--- src/rtl/io_option_map.svh ---
`ifndef IO_OPTION_MAP_SVH
`define IO_OPTION_MAP_SVH
`define OFS_ANALOG_IN0    5'h00
`define OFS_CONV_START    5'h00
`define OFS_ANALOG_IN1    5'h02
`define OFS_ANALOG_IN2    5'h04
`define OFS_ANALOG_IN3    5'h06
`define OFS_ANALOG_OUT0   5'h08
`define OFS_ANALOG_OUT1   5'h0a
`define OFS_INIT_CONFIG   5'h0c
`define OFS_DISCRETE_IN   5'h0f
`define OFS_DISCRETE_OUT  5'h10
`define WORD_OFS_DIN      5'h0e
`define BIT_ROUTE_LO      8
`define BIT_ROUTE_HI      9
`define BIT_EN_PRIMARY    10
`define BIT_EN_SECONDARY  11
`define BIT_CONV_MODE     14
`define INIT_CONFIG_RST   16'h0000
`define CONV_TIME_NS      34000
`define CLK_PERIOD_NS     4
`define CONV_CYCLES       (`CONV_TIME_NS / `CLK_PERIOD_NS)
`endif

--- src/rtl/io_option_pkg.sv ---
package io_option_pkg;
  typedef enum logic [1:0] {CONV_IDLE, CONV_START, CONV_BUSY} conv_state_t;
  typedef logic [11:0] sample_t;
endpackage : io_option_pkg

--- src/rtl/conv_sequencer.sv ---
`timescale 1ns/1ps
`default_nettype none
`include "io_option_map.svh"
module conv_sequencer
  import io_option_pkg::*;
(
  input  wire logic i_clk,
  input  wire logic i_resetn,
  input  wire logic i_start,
  input  wire logic i_adc_done,
  output logic      o_adc_start,
  output logic      o_busy,
  output logic      o_capture
);
  conv_state_t   state_r;
  conv_state_t   state_nxt;
  logic [15:0]   cnt_r;
  logic [15:0]   cnt_nxt;
  localparam logic [15:0] CONV_CYC = 16'(`CONV_CYCLES);

  always_comb begin
    state_nxt = state_r;
    cnt_nxt   = cnt_r;
    o_capture = 1'b0;
    case (state_r)
      CONV_IDLE: begin
        if (i_start) begin
          state_nxt = CONV_START;
        end
      end
      CONV_START: begin
        state_nxt = CONV_BUSY;
        cnt_nxt   = 16'h0000;
      end
      CONV_BUSY: begin
        cnt_nxt = cnt_r + 16'h0001;
        // Converter done or timeout, whichever first
        if (i_adc_done || cnt_r >= CONV_CYC) begin
          o_capture = 1'b1;
          state_nxt = CONV_IDLE;
        end
      end
      default: state_nxt = CONV_IDLE;
    endcase
  end

  always_ff @(posedge i_clk or negedge i_resetn) begin
    if (!i_resetn) begin
      state_r <= CONV_IDLE;
      cnt_r   <= 16'h0000;
    end else begin
      state_r <= state_nxt;
      cnt_r   <= cnt_nxt;
    end
  end

  assign o_adc_start = (state_r == CONV_START);
  assign o_busy      = (state_r != CONV_IDLE);
endmodule : conv_sequencer
`default_nettype wire

--- src/rtl/io_option_register_map.sv ---
// How it works
// - Only whole 16-bit words are accepted; byte strobes other than both are ignored.
// - Each analog input reads as a sign-extended 12-bit two's complement value.
// - Each analog output takes the low 12 bits of the written word as a signed reference.
// - Digital input k shows on bit k of the discrete input byte.
// - Bit k of the discrete output byte drives digital output k.
// - In write-start mode any write to the start location while idle starts conversion.
// - One start pulse converts all four inputs at once.
// - Init register resets to 0x0000 at power-up and can be rewritten by the host.
// - End of conversion is the interrupt source event.
// - Bit 9 and the slot route the event (bit 8 is unused); bit 9 set swaps the two requests.
// - Bits 10 and 11 enable the requests; only enabled ones assert.
// - Write-side locations do not read back their written values.
// - Read and write maps share one set of offsets; the address decode does not depend on the slot.
// - Bit 14 selects cyclic trigger (0) or write start (1).
// - In cyclic mode each option trigger pulse while idle starts a conversion.
`timescale 1ns/1ps
`default_nettype none
`include "io_option_map.svh"
module io_option_register_map
  import io_option_pkg::*;
(
  input  wire logic        I_CLK,
  input  wire logic        I_RESETN,
  input  wire logic        I_SLOT_TWO,
  input  wire logic        I_SEL,
  input  wire logic        I_WR,
  input  wire logic        I_RD,
  input  wire logic [1:0]  I_BE,
  input  wire logic [4:0]  I_ADDR,
  input  wire logic [15:0] I_WDATA,
  output logic      [15:0] O_RDATA,
  input  wire logic        I_OPT_TRIGGER,
  output logic             O_ADC_START,
  input  wire logic        I_ADC_DONE,
  input  wire logic [11:0] I_ADC_CH0,
  input  wire logic [11:0] I_ADC_CH1,
  input  wire logic [11:0] I_ADC_CH2,
  input  wire logic [11:0] I_ADC_CH3,
  input  wire logic [7:0]  I_DISCRETE_IN,
  output logic      [7:0]  O_DISCRETE_OUT,
  output logic      [11:0] O_ANALOG_OUT0,
  output logic      [11:0] O_ANALOG_OUT1,
  output logic             O_INTERRUPT_REQUEST_ONE,
  output logic             O_INTERRUPT_REQUEST_TWO
);
  function automatic logic [15:0] sext12(input sample_t v);
    sext12 = {{4{v[11]}}, v};
  endfunction : sext12

  logic        full_wr;
  logic        full_rd;
  logic        start_req;
  logic        capture;
  logic        adc_start;
  logic        busy;
  logic        eoc_event;
  logic        req_primary;
  logic        req_secondary;
  sample_t     ain_r   [4];
  sample_t     ain_nxt [4];
  sample_t     aout0_r, aout0_nxt, aout1_r, aout1_nxt;
  logic [7:0]  dout_r, dout_nxt;
  logic [15:0] init_r, init_nxt;
  logic [15:0] rdata_r, rdata_nxt;
  logic        eoc_r, eoc_nxt;
  logic        interrupt_request_one_r, interrupt_request_one_nxt, interrupt_request_two_r, interrupt_request_two_nxt;

  assign full_wr = I_SEL && I_WR && (I_BE == 2'b11);
  assign full_rd = I_SEL && I_RD && (I_BE == 2'b11);

  always_comb begin
    if (init_r[`BIT_CONV_MODE]) begin
      start_req = full_wr && (I_ADDR == `OFS_CONV_START);
    end else begin
      start_req = I_OPT_TRIGGER;
    end
  end

  conv_sequencer u_seq (
    .i_clk       (I_CLK),
    .i_resetn    (I_RESETN),
    .i_start     (start_req),
    .i_adc_done  (I_ADC_DONE),
    .o_adc_start (adc_start),
    .o_busy      (busy),
    .o_capture   (capture)
  );
  assign O_ADC_START = adc_start;

  always_comb begin
    aout0_nxt = aout0_r;
    aout1_nxt = aout1_r;
    dout_nxt  = dout_r;
    init_nxt  = init_r;
    for (int i = 0; i < 4; i++) begin
      ain_nxt[i] = ain_r[i];
    end
    if (capture) begin
      ain_nxt[0] = I_ADC_CH0;
      ain_nxt[1] = I_ADC_CH1;
      ain_nxt[2] = I_ADC_CH2;
      ain_nxt[3] = I_ADC_CH3;
    end
    if (full_wr) begin
      case (I_ADDR)
        `OFS_ANALOG_OUT0: aout0_nxt = I_WDATA[11:0];
        `OFS_ANALOG_OUT1: aout1_nxt = I_WDATA[11:0];
        `OFS_INIT_CONFIG: init_nxt = I_WDATA;
        `OFS_DISCRETE_OUT: dout_nxt = I_WDATA[7:0];
        default: ;
      endcase
    end
  end

  always_comb begin
    rdata_nxt = rdata_r;
    if (full_rd) begin
      case (I_ADDR)
        `OFS_ANALOG_IN0: rdata_nxt = sext12(ain_r[0]);
        `OFS_ANALOG_IN1: rdata_nxt = sext12(ain_r[1]);
        `OFS_ANALOG_IN2: rdata_nxt = sext12(ain_r[2]);
        `OFS_ANALOG_IN3: rdata_nxt = sext12(ain_r[3]);
        // byte at high half of word 0xe
        `WORD_OFS_DIN: rdata_nxt = {I_DISCRETE_IN, 8'h00};
        default: rdata_nxt = 16'h0000;
      endcase
    end
  end

  assign eoc_event = capture;
  // routing, swapped on slot two or bit 9 but not both
  always_comb begin
    logic swap;
    logic gate;
    swap = init_r[`BIT_ROUTE_HI] ^ I_SLOT_TWO;
    // Bit 10 gates when bit 9 is clear, bit 11 when bit 9 is set, on either slot
    gate = init_r[`BIT_ROUTE_HI] ? init_r[`BIT_EN_SECONDARY]
                                 : init_r[`BIT_EN_PRIMARY];
    eoc_nxt = eoc_event;
    req_primary   = eoc_r && !swap;
    req_secondary = eoc_r && swap;
    interrupt_request_one_nxt = req_primary && gate;
    interrupt_request_two_nxt = req_secondary && gate;
  end

  always_ff @(posedge I_CLK or negedge I_RESETN) begin
    if (!I_RESETN) begin
      for (int i = 0; i < 4; i++) begin
        ain_r[i] <= 12'h000;
      end
      aout0_r <= 12'h000;
      aout1_r <= 12'h000;
      dout_r  <= 8'h00;
      init_r  <= `INIT_CONFIG_RST;
      rdata_r <= 16'h0000;
      eoc_r   <= 1'b0;
      interrupt_request_one_r  <= 1'b0;
      interrupt_request_two_r  <= 1'b0;
    end else begin
      ain_r   <= ain_nxt;
      aout0_r <= aout0_nxt;
      aout1_r <= aout1_nxt;
      dout_r  <= dout_nxt;
      init_r  <= init_nxt;
      rdata_r <= rdata_nxt;
      eoc_r   <= eoc_nxt;
      interrupt_request_one_r  <= interrupt_request_one_nxt;
      interrupt_request_two_r  <= interrupt_request_two_nxt;
    end
  end

  assign O_RDATA                 = rdata_r;
  assign O_DISCRETE_OUT          = dout_r;
  assign O_ANALOG_OUT0           = aout0_r;
  assign O_ANALOG_OUT1           = aout1_r;
  assign O_INTERRUPT_REQUEST_ONE = interrupt_request_one_r;
  assign O_INTERRUPT_REQUEST_TWO = interrupt_request_two_r;
endmodule : io_option_register_map
`default_nettype wire

--- config.mk ---
export PLATFORM = sky130hd
export DESIGN_NAME = io_option_register_map
export DESIGN_NICKNAME = d
export VERILOG_FILES = /design/src/rtl/io_option_pkg.sv /design/src/rtl/conv_sequencer.sv /design/src/rtl/io_option_register_map.sv
export VERILOG_INCLUDE_DIRS = /design/src /design/src/rtl
export SDC_FILE = /design/constraint.sdc
export NUM_CORES = 1
export LEC_CHECK = 0
export ABC_AREA = 1
export BUFFER_PORTS_ARGS = -buffer_cell sky130_fd_sc_hd__buf_2
export CORE_AREA = 2 2 128 130
export CTS_CLUSTER_DIAMETER = 120
export CTS_CLUSTER_SIZE = 12
export DETAILED_ROUTE_END_ITERATION = 12
export DIE_AREA = 0 0 130 132
export GPL_ROUTABILITY_DRIVEN = 1
export MAX_ROUTING_LAYER = met4
export PLACE_DENSITY = 0.57
export SLEW_MARGIN = 25
export SYNTH_ARGS = -nofsm -noshare
export SYNTH_HDL_FRONTEND = slang
export SYNTH_SLANG_ARGS = --single-unit
--- constraint.sdc ---
create_clock -name I_CLK -period 4.2 [get_ports I_CLK]
set_clock_uncertainty 0.15 [all_clocks]
set_input_delay 0.63 -clock I_CLK [delete_from_list [all_inputs] [get_ports I_CLK]]
set_output_delay 0.63 -clock I_CLK [all_outputs]
set_load 0.01 [all_outputs]
* After elaboration in Yosys (flattened, before gate mapping) *
Index checks and enable logic that the tools add are counted.

operators by class
  add/sub/neg operators = 1
  order comparisons = 1
  equality and inequality tests = 13
  muxes and demuxes = 9
  bitwise operators = 1
  reductions and logical operators = 19

operators by type and width
  kind                     count
  $pmux W16 S5             1
  $pmux W16 S2             1
  $eq A5 B4 Y1 const B     4
  $add A16 B1 Y16 const B  1
  $ge A16 B14 Y1 const B   1
  $eq A5 B3 Y1 const B     2
  $reduce_and A2 Y1        5
  $logic_and A1 B1 Y1      9
  $pmux W2 S3              1
  $eq A5 B2 Y1 const B     1
  $eq A5 B5 Y1 const B     1
  $logic_not A5 Y1         1
  $eq A2 B2 Y1 const B     2
  $mux W1                  4
  $mux W2                  2
  $eq A2 B1 Y1 const B     1
  $logic_not A2 Y1         1
  $ne A2 B1 Y1 const B     1
  $ne A2 B2 Y1 const B     1
  $reduce_bool A2 Y1       1
  $logic_not A1 Y1         1
  $logic_or A1 B1 Y1       1
  $xor A1 B1 Y1            1

word-level totals
  bits in registers = 132
  bits of input ports = 87
  output and inout port bits = 51

* Longest topological paths before layout *
Gate-level depths: netlist of run 1.

  depth after elaboration = 6
  gate-level depth with buffers = 12
  mapped depth without buffers = 10

* Cells and area by module *
A second synthesis of run 1 with hierarchy kept.

second synthesis, totals
  cells, all modules = 569
  area, all modules = 5,416.4 um2

modules (own cells, without submodules)
  module                  times used  cells each  area each (um2)  seq. area each (um2)
  io_option_register_map  1           420         4,290.4          2,577.5
  conv_sequencer          1           149         1,126.1          450.4

* Worst setup path before layout of run 1 *
OpenSTA, ideal clock, no wires.

  path type = flip-flop to flip-flop
  start point = reg u_seq.state_r[0]
  end point = reg u_seq.cnt_r[9]
  setup time = 114 ps
  arrival time = 1,576 ps
  required time = 3,936 ps
  slack = 2,359 ps
  cell stages (with the launch flop) = 11
  clock period less this slack = 1,841 ps
  path through = dfrtp_1 > inv_1 > ha_1 > buf_2 > nand2_1 > nor3_1 > nand3_1 > nor2_1 > nand2_1 > nand3_1 > inv_1

on the way
  word-level cells in the longest chain between the ends = 2
  elaborated cells between the ends (all ways) = 4
  those cells by class = eq/ne (2); mux (1); reduce/logical (1)

ends and longest elaborated chain
  item                                                       RTL line              source
  start, declared                                            conv_sequencer.sv:15  conv_state_t state_r;
  start signal, assigned                                     conv_sequencer.sv:52  state_r <= state_nxt;
  $eq A2 B2 Y1 / $eq A2 B1 Y1 (equally long branches)        conv_sequencer.sv:25  case (state_r)
  $pmux W16 S2 / $reduce_bool A2 Y1 (equally long branches)  -
  end signal, assigned                                       conv_sequencer.sv:53  cnt_r <= cnt_nxt;
  end, declared                                              conv_sequencer.sv:17  logic [15:0] cnt_r;

Parallel ways exist; a longest one is shown, timed or not.
A chain may end at the register's enable or synchronous reset.

* Worst setup path after layout of run 1 *
  start point = reg u_seq.cnt_r[14]
  end point = reg ain_r[8] in the netlist's numbering

on the way
  word-level cells in the longest chain between the ends = 4

ends and longest elaborated chain
  item                  RTL line                       source
  $ge A16 B14 Y1        conv_sequencer.sv:38           if (i_adc_done || cnt_r >= CONV_CYC) begin
  $logic_or A1 B1 Y1    conv_sequencer.sv:38
  $mux W1               conv_sequencer.sv:38
  $mux W1               conv_sequencer.sv:25
  end signal, assigned  io_option_register_map.sv:161  ain_r <= ain_nxt;
  end, declared         io_option_register_map.sv:60   sample_t ain_r [4];

Every way passes these cells.

==> metrics, run 1 <==
status complete, no violations; Tightest Hold Check Type input port to async pin; Root Buffer clkbuf_16; Site Rows 46; synth top area cells dfrtp_1 (56%), nand2_1 (20%), o21ai_0 (4.7%), inv_1 (3.3%), nor2_1 (3.0%); Synth area leader dfrtp_1; Clock Path Buffers 2; Seq pwr share 0.420; Pre-antenna DRT Iters 5; Net Switching 1.11 mW; largest net degree at the start of global routing 77; top-count cell post-synth nand2_1; first-pass GRT wire length 22,500 µm; Static Leak 3.70 nW; I/O Buffers 134; die height 132 µm; Max-cap violations 0; Clk Latency, worst-skew pair 0.41 ns; crit end category flop; Commonest cells post-synth nand2_1 (290), dfrtp_1 (121), o21ai_0 (51); period utilisation layout 0.548; core area 15,700 µm²; critical path class flop to flop; top cell type's share of synthesized area 0.562; Critical Path RT 4.40 ns; Worst EP arrival 2.50 ns; Max VDD drop 0.285 mV; Vias 4,553; CTS tree yes; Final Routed Wirelength 13,500 µm; Reg clk slew, reported paths 0.06 ns; setup repair bufs after CTS 0; starting density of the core 0.343; number of global-route vias before repair 4,543; Die X-Extent 130 µm; fin. max-slew vios 0; critical path launch point type flop; Inst Count DP 992; Post-synth EDFFs 0; post-DR wirelength/cell 13.2 µm; I/O pins 138; CP Max Fanout 49; ys flop type dfrtp_1; layout cell share with drive strength beyond 1 0.229; Initial DRC Count 252; vias per inst 4.44; max_slew headroom 0.342; Fin Setup TNS 0 ns; total congestion overflow 0; distinct cell type count after synthesis 28; final net count 887; total track usage 0.174; Area Growth Syn to Fin 27.1%; fill count 1,624; drt drc 0; cell count after synthesis 662; Final Wtd Congestion 0.828; post-synth net total 754; combinational cell fraction of total power 0.172; Layout Cells excl Fill 1,026; number of synthesized register bits 121; post-route total power 3.71 mW; DP HPWL 9600 µm; async set-or-reset flop fraction in the synthesized netlist 1.00; Slew @ Worst Pin 0.984 ns; H-tree depth 4; Clk pwr share 0.408; post-CTS resize count 0; P_int 2.60 mW; Syn Area/Cell 8.14 µm²; cts bufs inserted 17; antenna-violating nets left 0; Max Freq 0.435 GHz; min Tclk post-route 2.30 ns; synthesized area 5390 µm²; Die Area 17,200 µm²; Ys Warns 0; hold_buf cts 0; final hold vios 0; initial antenna violation count 2; RSZ-0062 raised after global routing no; pwr dens 542 nW/µm²; final setup fails 0; sequential-to-total area share from yosys stat 0.562; clk sinks 121; Sw Share 0.298
==> layout by cell type, fill, tap and decap left out, drive strengths merged <==
cell | Yosys | final
a21oi | 17 | 17
a221oi | 1 | 1
buf | 16 | 137
bufinv | 0 | 3
clkbuf | 7 | 17
clkinv | 0 | 5
clkinvlp | 0 | 3
dfrtp | 121 | 121
diode | 0 | 2
ha | 5 | 5
inv | 49 | 53
mux2 | 1 | 1
nand2 | 301 | 301
nand3 | 27 | 27
nand4 | 7 | 7
nor2 | 43 | 43
nor3 | 7 | 7
o211ai | 1 | 1
o21a | 1 | 1
o21ai | 55 | 55
or2 | 1 | 1
xnor2 | 1 | 1
xor2 | 1 | 1
==> logic make-up (layout without fill, tap and decap cells) <==
group	Yosys count	after routing	share of synthesized area
and+or+nand+nor	386	386	0.287
DFF	121	121	0.562
AOI/OAI and AO/OA	75	75	0.0720
buffers and inverters	72	218	0.0618
adders and majority gates	5	5	0.0116
xor gates and xnor gates	2	2	0.00325
muxes	1	1	0.00209
other	0	2	0
==> critical path: stages (launching register included) <==
cell,delay (ns)
dfrtp_1,0.38
nor2_1,0.18
nand2_1,0.08
nor2_1,0.11
nand2_1,0.08
nand3_2,0.10
nand2_4,0.30
inv_4,0.55
nand2_1,0.19
nand2_1,0.09
==> layout make-up <==
type	instances	area, µm²	area share
Tap cell	216	270	0.0395
Timing Repair Buffer	137	712	0.104
Sequential cell	121	3030	0.442
Inverter	49	186	0.0272
Multi-Input combinational cell	469	2030	0.296
Antenna cell	2	5.00	0.000731
Clock buffer	17	425	0.0621
Clock inverter	15	194	0.0283
==> layer usage <==
| layer | track usage | part of all wire | vias up |
|---|---|---|---|
| met5 | - | 0 | - |
| met1 | 0.237 | 0.48 | 2091 |
| met2 | 0.251 | 0.46 | 100 |
| met3 | 0.0418 | 0.042 | 15 |
| li1 | - | - | 2347 |
| met4 | 0.0621 | 0.016 | 0 |
==> power groups by stage <==
stage / clock, mW / sequential (mW) / combinational, mW
global route: 1.61 / 1.60 / 0.756
CTS: 1.55 / 1.56 / 0.651
global placement: 0 / 1.57 / 0.634
floorplan: 0 / 1.57 / 0.452
finish: 1.51 / 1.56 / 0.639
detailed placement: 0 / 1.58 / 0.648
==> worst paths after layout <==
kind                       slack, ns                         from                            to  cells past startpoint
min                             0.09                     I_RESETN         ain_r[28]$_DFFE_PN0P_                      1
max                             1.90  u_seq.cnt_r[14]$_DFFE_PN0P_          ain_r[8]$_DFFE_PN0P_                      9
min in group I_CLK              0.26                I_ADC_CH2[11]         ain_r[23]$_DFFE_PN0P_                      3
min reg2reg                     0.32      O_RDATA[11]$_DFFE_PN0P_       O_RDATA[11]$_DFFE_PN0P_                      2
max in group asynchronous       3.11                     I_RESETN  O_ANALOG_OUT1[1]$_DFFE_PN0P_                      2
max reg2reg                     1.90  u_seq.cnt_r[14]$_DFFE_PN0P_          ain_r[8]$_DFFE_PN0P_                      9
==> sequential cells by signal, indices dropped and copies added, names as in the netlist <==
register,cells
O_ANALOG_OUT0,12
O_ANALOG_OUT1,12
O_DISCRETE_OUT,8
O_INTERRUPT_REQUEST_ONE,1
O_INTERRUPT_REQUEST_TWO,1
O_RDATA,16
ain_r,48
eoc_r,1
init_r,4
u_seq.cnt_r,16
u_seq.state_r,2
==> stage by stage <==
step                area (µm²)  hold WS, ns  utilization  worst slack [ns]
floorplan                 5390        0.184            -              2.36
global placement          6220        0.312        0.396              1.64
detailed placement        6220        0.312        0.396              1.50
CTS                       6840        0.241        0.435              1.87
global route              6850        0.146        0.436              1.65
finish                    6850       0.0937        0.436              1.90
Note: power is estimated with default switching activity, not from simulation.
==> run 2: changes to the inputs <==
--- a/config.mk
+++ b/config.mk
@@ -6,13 +6,13 @@
 export SDC_FILE = /design/constraint.sdc
 export NUM_CORES = 1
 export LEC_CHECK = 0
-export ABC_AREA = 1
+export ABC_AREA = 0
 export BUFFER_PORTS_ARGS = -buffer_cell sky130_fd_sc_hd__buf_2
-export CORE_AREA = 2 2 128 130
+export CORE_AREA = 2 2 127 129
 export CTS_CLUSTER_DIAMETER = 120
 export CTS_CLUSTER_SIZE = 12
 export DETAILED_ROUTE_END_ITERATION = 12
-export DIE_AREA = 0 0 130 132
+export DIE_AREA = 0 0 129 131
 export GPL_ROUTABILITY_DRIVEN = 1
 export MAX_ROUTING_LAYER = met4
 export PLACE_DENSITY = 0.57
==> constraint.sdc (replaced) <==
create_clock -name I_CLK -period 2.2 [get_ports I_CLK]
set_clock_uncertainty 0.15 [all_clocks]
set_input_delay 0.33 -clock I_CLK [delete_from_list [all_inputs] [get_ports I_CLK]]
set_output_delay 0.33 -clock I_CLK [all_outputs]
set_load 0.01 [all_outputs]
==> run 2 against run 1 <==
Compared with the run above: clock-buffer cell count up 1; first-iteration DRC count down 38%; global-route usage decreased by 0.87 points; critical path type unchanged.
==> metrics, run 2 <==
antenna-violating nets left 0; Clock Path Buffers 2; I/O Buffers 134; Synth area leader dfrtp_1; critical path launch point type flop; starting density of the core 0.341; ant diodes 0; period utilisation layout 0.935; synthesized area 5320 µm²; Finished Core Util 0.489; die height 131 µm; Tightest Hold Check Type input port to flop; Static Leak 3.68 nW; number of synthesized register bits 121; Critical Path RT 2.34 ns; commonest cells after routing, fill and taps aside buf_2 (133), dfrtp_1 (121), mux2_2 (78), dlygate4sd3_1 (51), nand3_1 (45); Initial DRC Count 156; Slew @ Worst Pin 0.443 ns; Final Wtd Congestion 0.781; pwr dens 965 nW/µm²; drt drc 0; RSZ-0062 raised after global routing no; largest net degree at the start of global routing 52; core area 15,600 µm²; min Tclk post-route 2.06 ns; CP peak stage delay 0.40 ns; first-pass GRT wire length 20,800 µm; final hold vios 0; Max Freq 0.486 GHz; post-synth net total 506; Biggest register ain_r; final net count 719; Max VDD drop 0.568 mV; H-tree depth 4; Fin Setup TNS 0 ns; total congestion overflow 0; critical path class flop to flop; Die X-Extent 129 µm; vias per inst 4.82; Die Area 16,900 µm²; CP Max Fanout 18; total track usage 0.165; layout cell share with drive strength beyond 1 0.447; Final Routed Wirelength 13,100 µm; number of global-route vias before repair 4,111; crit end category flop; CP Buf/Inv Count 1; hold path startpoint I_DISCRETE_IN[5]; commonest non-fill, non-tap cell in the layout buf_2; Site Rows 46; Commonest cells post-synth dfrtp_1 (121), mux2_2 (78), nand3_1 (45); max_slew headroom 0.700; cts bufs inserted 17; cell count after synthesis 414; status complete, no violations; Max stage delay cell, worst path dfrtp_1; Pre-antenna DRT Iters 4; clk sinks 121; CTS tree yes; Clk Latency, worst-skew pair 0.41 ns; Ys Warns 0; sequential-to-total area share from yosys stat 0.570; async set-or-reset flop fraction in the synthesized netlist 1.00; top-count cell post-synth dfrtp_1; CP delay by family, top compound AO/OA/AOI/OAI gates; ys flop type dfrtp_1; I/O pins 138; crit-path cells a2111oi_4 > o21ai_2 > o21ai_4 > buf_12 > mux2_2; Root Buffer clkbuf_16; distinct cell type count after synthesis 50; worst setup path startpoint u_seq.cnt_r[12]$_DFFE_PN0P_; Reg clk slew, reported paths 0.06 ns; initial antenna violation count 0; Syn Area/Cell 12.8 µm²; Max-cap violations 0; number of flip-flops in the largest register 48; DP HPWL 8910 µm; Area Growth Syn to Fin 43.5%; Worst EP arrival 2.20 ns; post-DR wirelength/cell 15.3 µm; final setup fails 0; top cell type's share of synthesized area 0.570; reg-to-reg startpoint u_seq.cnt_r[12]$_DFFE_PN0P_; Post-synth EDFFs 0; synth top area cells dfrtp_1 (57%), mux2_2 (17%), nand3_1 (4.2%), mux2_1 (1.9%), ha_1 (1.2%); fill count 1,397; Vias 4,124; fin. max-slew vios 0
## run 2: metrics by stage
step	std cells	area, µm²	setup WS (ns)	hold WS, ns	power (mW)
finish	856	7630	0.144	0.0164	7.36
global route	856	7630	0.0268	0.000466	7.78
CTS	848	7510	0.0390	0.000880	7.40
detailed placement	768	6420	0.0466	0.130	4.45
global placement	768	6420	0.0698	0.129	4.37
floorplan	414	5320	0.181	-0.116	3.92
## run 2: final timing paths
kind / to / slack (ns) / depth (start not counted)
setup / recovery: ain_r[13]$_DFFE_PN0P_ / 0.14 / 5
hold / removal: O_RDATA[13]$_DFFE_PN0P_ / 0.02 / 2
setup reg to reg: ain_r[13]$_DFFE_PN0P_ / 0.14 / 5
hold reg to reg: O_INTERRUPT_REQUEST_TWO$_DFF_PN0_ / 0.33 / 1
max in group asynchronous: O_ANALOG_OUT0[7]$_DFFE_PN0P_ / 1.08 / 3
min in group asynchronous: O_RDATA[11]$_DFFE_PN0P_ / 0.23 / 2
## run 2: report_power, final
group	internal (mW)	total [mW]	switching [mW]
logic	0.813	1.44	0.626
registers	2.78	3.07	0.296
clock network	1.81	2.85	1.03
## run 2: kinds of logic after synthesis
family          synth area share
compound gates            0.0751
xor+xnor                  0.0132
fa+ha+maj                 0.0118
buf+inv                   0.0268
flops                      0.570
mux                        0.189
simple gates               0.114
## run 2: final cells by class
| cell class | count | area (µm²) | share of cell area |
|---|---|---|---|
| Sequential cell | 121 | 3030 | 0.397 |
| Multi-Input combinational cell | 261 | 2190 | 0.288 |
| Timing Repair Buffer | 215 | 1480 | 0.195 |
| Clock buffer | 18 | 439 | 0.0576 |
| Tap cell | 216 | 270 | 0.0354 |
| Clock inverter | 14 | 171 | 0.0225 |
| Inverter | 11 | 41.3 | 0.00541 |
## run 2: layer usage
layer | up-vias | global-route usage | share of wire
met3 | 16 | 0.0452 | 0.044
met4 | 0 | 0.0601 | 0.013
met2 | 117 | 0.255 | 0.48
li1 | 1971 | - | -
met5 | - | - | 0
met1 | 2020 | 0.209 | 0.46
## run 2: what timing repair did
item,in CTS,in global routing
setup endpoints to repair,0,51
resized for setup,0,5
endpoints found under the hold margin,72,3
setup buffers,0,3
hold buffers,48,3
==> run 3: changes to the inputs <==
==> constraint.sdc (replaced) <==
create_clock -name I_CLK -period 2.65 [get_ports I_CLK]
set_clock_uncertainty 0.15 [all_clocks]
set_input_delay 0.3975 -clock I_CLK [delete_from_list [all_inputs] [get_ports I_CLK]]
set_output_delay 0.3975 -clock I_CLK [all_outputs]
set_load 0.01 [all_outputs]
==> run 3 against run 2 <==
Compared with the run above: fmax is 7.6% lower; first-iteration DRC count increased by 64%; clock power is 14% lower; sequential cell count unchanged; sequential share of layout area is 4.0 points higher; largest power group unchanged; wire length shrank 5.4%; global-route usage decreased by 0.88 points; worst hold slack improved by 0.028 ns; combinational power is 26% lower; register-to-register slack gained 0.28 ns; setup slack better by 0.28 ns; utilization shrank 4.5 points.
==> metrics, run 3 (synthesized netlist as in run 2, its figures left out) <==
Biggest register ain_r; Layout Cells excl Fill 788; H-tree depth 4; Max stage delay cell, worst path dfrtp_1; Post-Layout Inst Area 6930 µm²; commonest cells after routing, fill and taps aside buf_2 (133), dfrtp_1 (121), mux2_2 (78), nand3_1 (45), clkbuf_16 (17); commonest non-fill, non-tap cell in the layout buf_2; Max VDD drop 0.440 mV; period utilisation layout 0.839; total congestion overflow 0; crit-path cells a2111oi_0 > o21ai_1 > o21ai_4 > buf_12 > mux2_2; CP delay by family, top compound AO/OA/AOI/OAI gates; DP HPWL 8570 µm; final setup fails 0; status complete, no violations; CP Max Fanout 48; pwr dens 874 nW/µm²; max_slew headroom 0.643; number of flip-flops in the largest register 48; total track usage 0.156; core area 15,600 µm²; Tightest Hold Check Type input port to flop; Finished Core Util 0.444; starting density of the core 0.341; critical path class flop to flop; Die X-Extent 129 µm; post-route total power 6.06 mW; clk sinks 121; I/O Buffers 134; Static Leak 3.38 nW; dpl ws 0.405 ns; Final Wtd Congestion 0.780; first-pass GRT wire length 19,600 µm; WHS 0.0440 ns; final net count 651; layout cell share with drive strength beyond 1 0.465; Max-cap violations 0; Initial DRC Count 256; drt drc 0; fin. max-slew vios 0; final hold vios 0; critical path launch point type flop; min Tclk post-route 2.22 ns; RSZ-0062 raised after global routing no; Slew @ Worst Pin 0.528 ns; ant diodes 0; die height 131 µm; Worst EP arrival 2.37 ns; reg2reg setup slack 0.43 ns; cts bufs inserted 17; CP peak stage delay 0.42 ns; Clock Path Buffers 2; Reg clk slew, reported paths 0.06 ns; Clk Latency, worst-skew pair 0.41 ns; I/O pins 138; Final Routed Wirelength 12,400 µm; vias per inst 4.87; crit path setup slack, layout 0.426 ns; initial antenna violation count 0; Die Area 16,900 µm²; CTS tree yes; Inst Count DP 755; post-DR wirelength/cell 15.7 µm; Site Rows 46; placed instance area 6290 µm²; CP Buf/Inv Count 1; Fin Setup TNS 0 ns; number of global-route vias before repair 3,766; largest net degree at the start of global routing 49; post-CTS resize count 0; Critical Path RT 2.79 ns; antenna-violating nets left 0; Pre-antenna DRT Iters 4; fill count 1,457; crit end category flop; Vias 3,835; Area Growth Syn to Fin 30.4%; Max Freq 0.450 GHz; Root Buffer clkbuf_16; setup repair bufs after CTS 0
run 3: cell types whose count changed in the layout (fill, tap and decap cells not counted), moves of 2 or more:
cell,change
buf_12,-3
buf_4,-12
buf_6,-2
clkinv_4,+3
clkinvlp_4,-3
dlygate4sd3_1,-50
run 3: repair_timing:
action / in CTS / in global routing
endpoints found under the hold margin: 38 / 0
hold buffers: 1 / 0
setup endpoints to repair: 0 / 0
run 3: worst paths after layout:
kind | from | endpoint | cells after the start
min | I_ADC_CH1[4] | ain_r[28]$_DFFE_PN0P_ | 2
max | u_seq.cnt_r[12]$_DFFE_PN0P_ | ain_r[7]$_DFFE_PN0P_ | 5
max reg2reg | u_seq.cnt_r[12]$_DFFE_PN0P_ | ain_r[7]$_DFFE_PN0P_ | 5
max in group asynchronous | I_RESETN | u_seq.cnt_r[4]$_DFFE_PN0P_ | 3
min reg2reg | eoc_r$_DFF_PN0_ | O_INTERRUPT_REQUEST_TWO$_DFF_PN0_ | 1
min in group asynchronous | I_RESETN | ain_r[35]$_DFFE_PN0P_ | 2
run 3: layout make-up:
class                           count  area (µm²)  area share
Timing Repair Buffer              147         786       0.113
Sequential cell                   121        3030       0.437
Clock inverter                     14         196      0.0283
Clock buffer                       18         439      0.0633
Inverter                           11        41.3     0.00596
Multi-Input combinational cell    261        2170       0.313
Tap cell                          216         270      0.0390
run 3: per-layer routing:
metal | up-vias | share of wire | track usage
li1 | 1821 | - | -
met1 | 1872 | 0.47 | 0.199
met2 | 123 | 0.46 | 0.234
met3 | 19 | 0.053 | 0.0436
met4 | 0 | 0.016 | 0.0659
met5 | - | 0 | -
run 3: power by group:
part / leakage [nW] / total, mW / switching [mW] / internal (mW)
sequential: 1.57 / 2.55 / 0.244 / 2.31
clock: 0.314 / 2.45 / 0.850 / 1.60
combinational: 1.49 / 1.06 / 0.486 / 0.574
total: 3.38 / 6.06 / 1.58 / 4.48
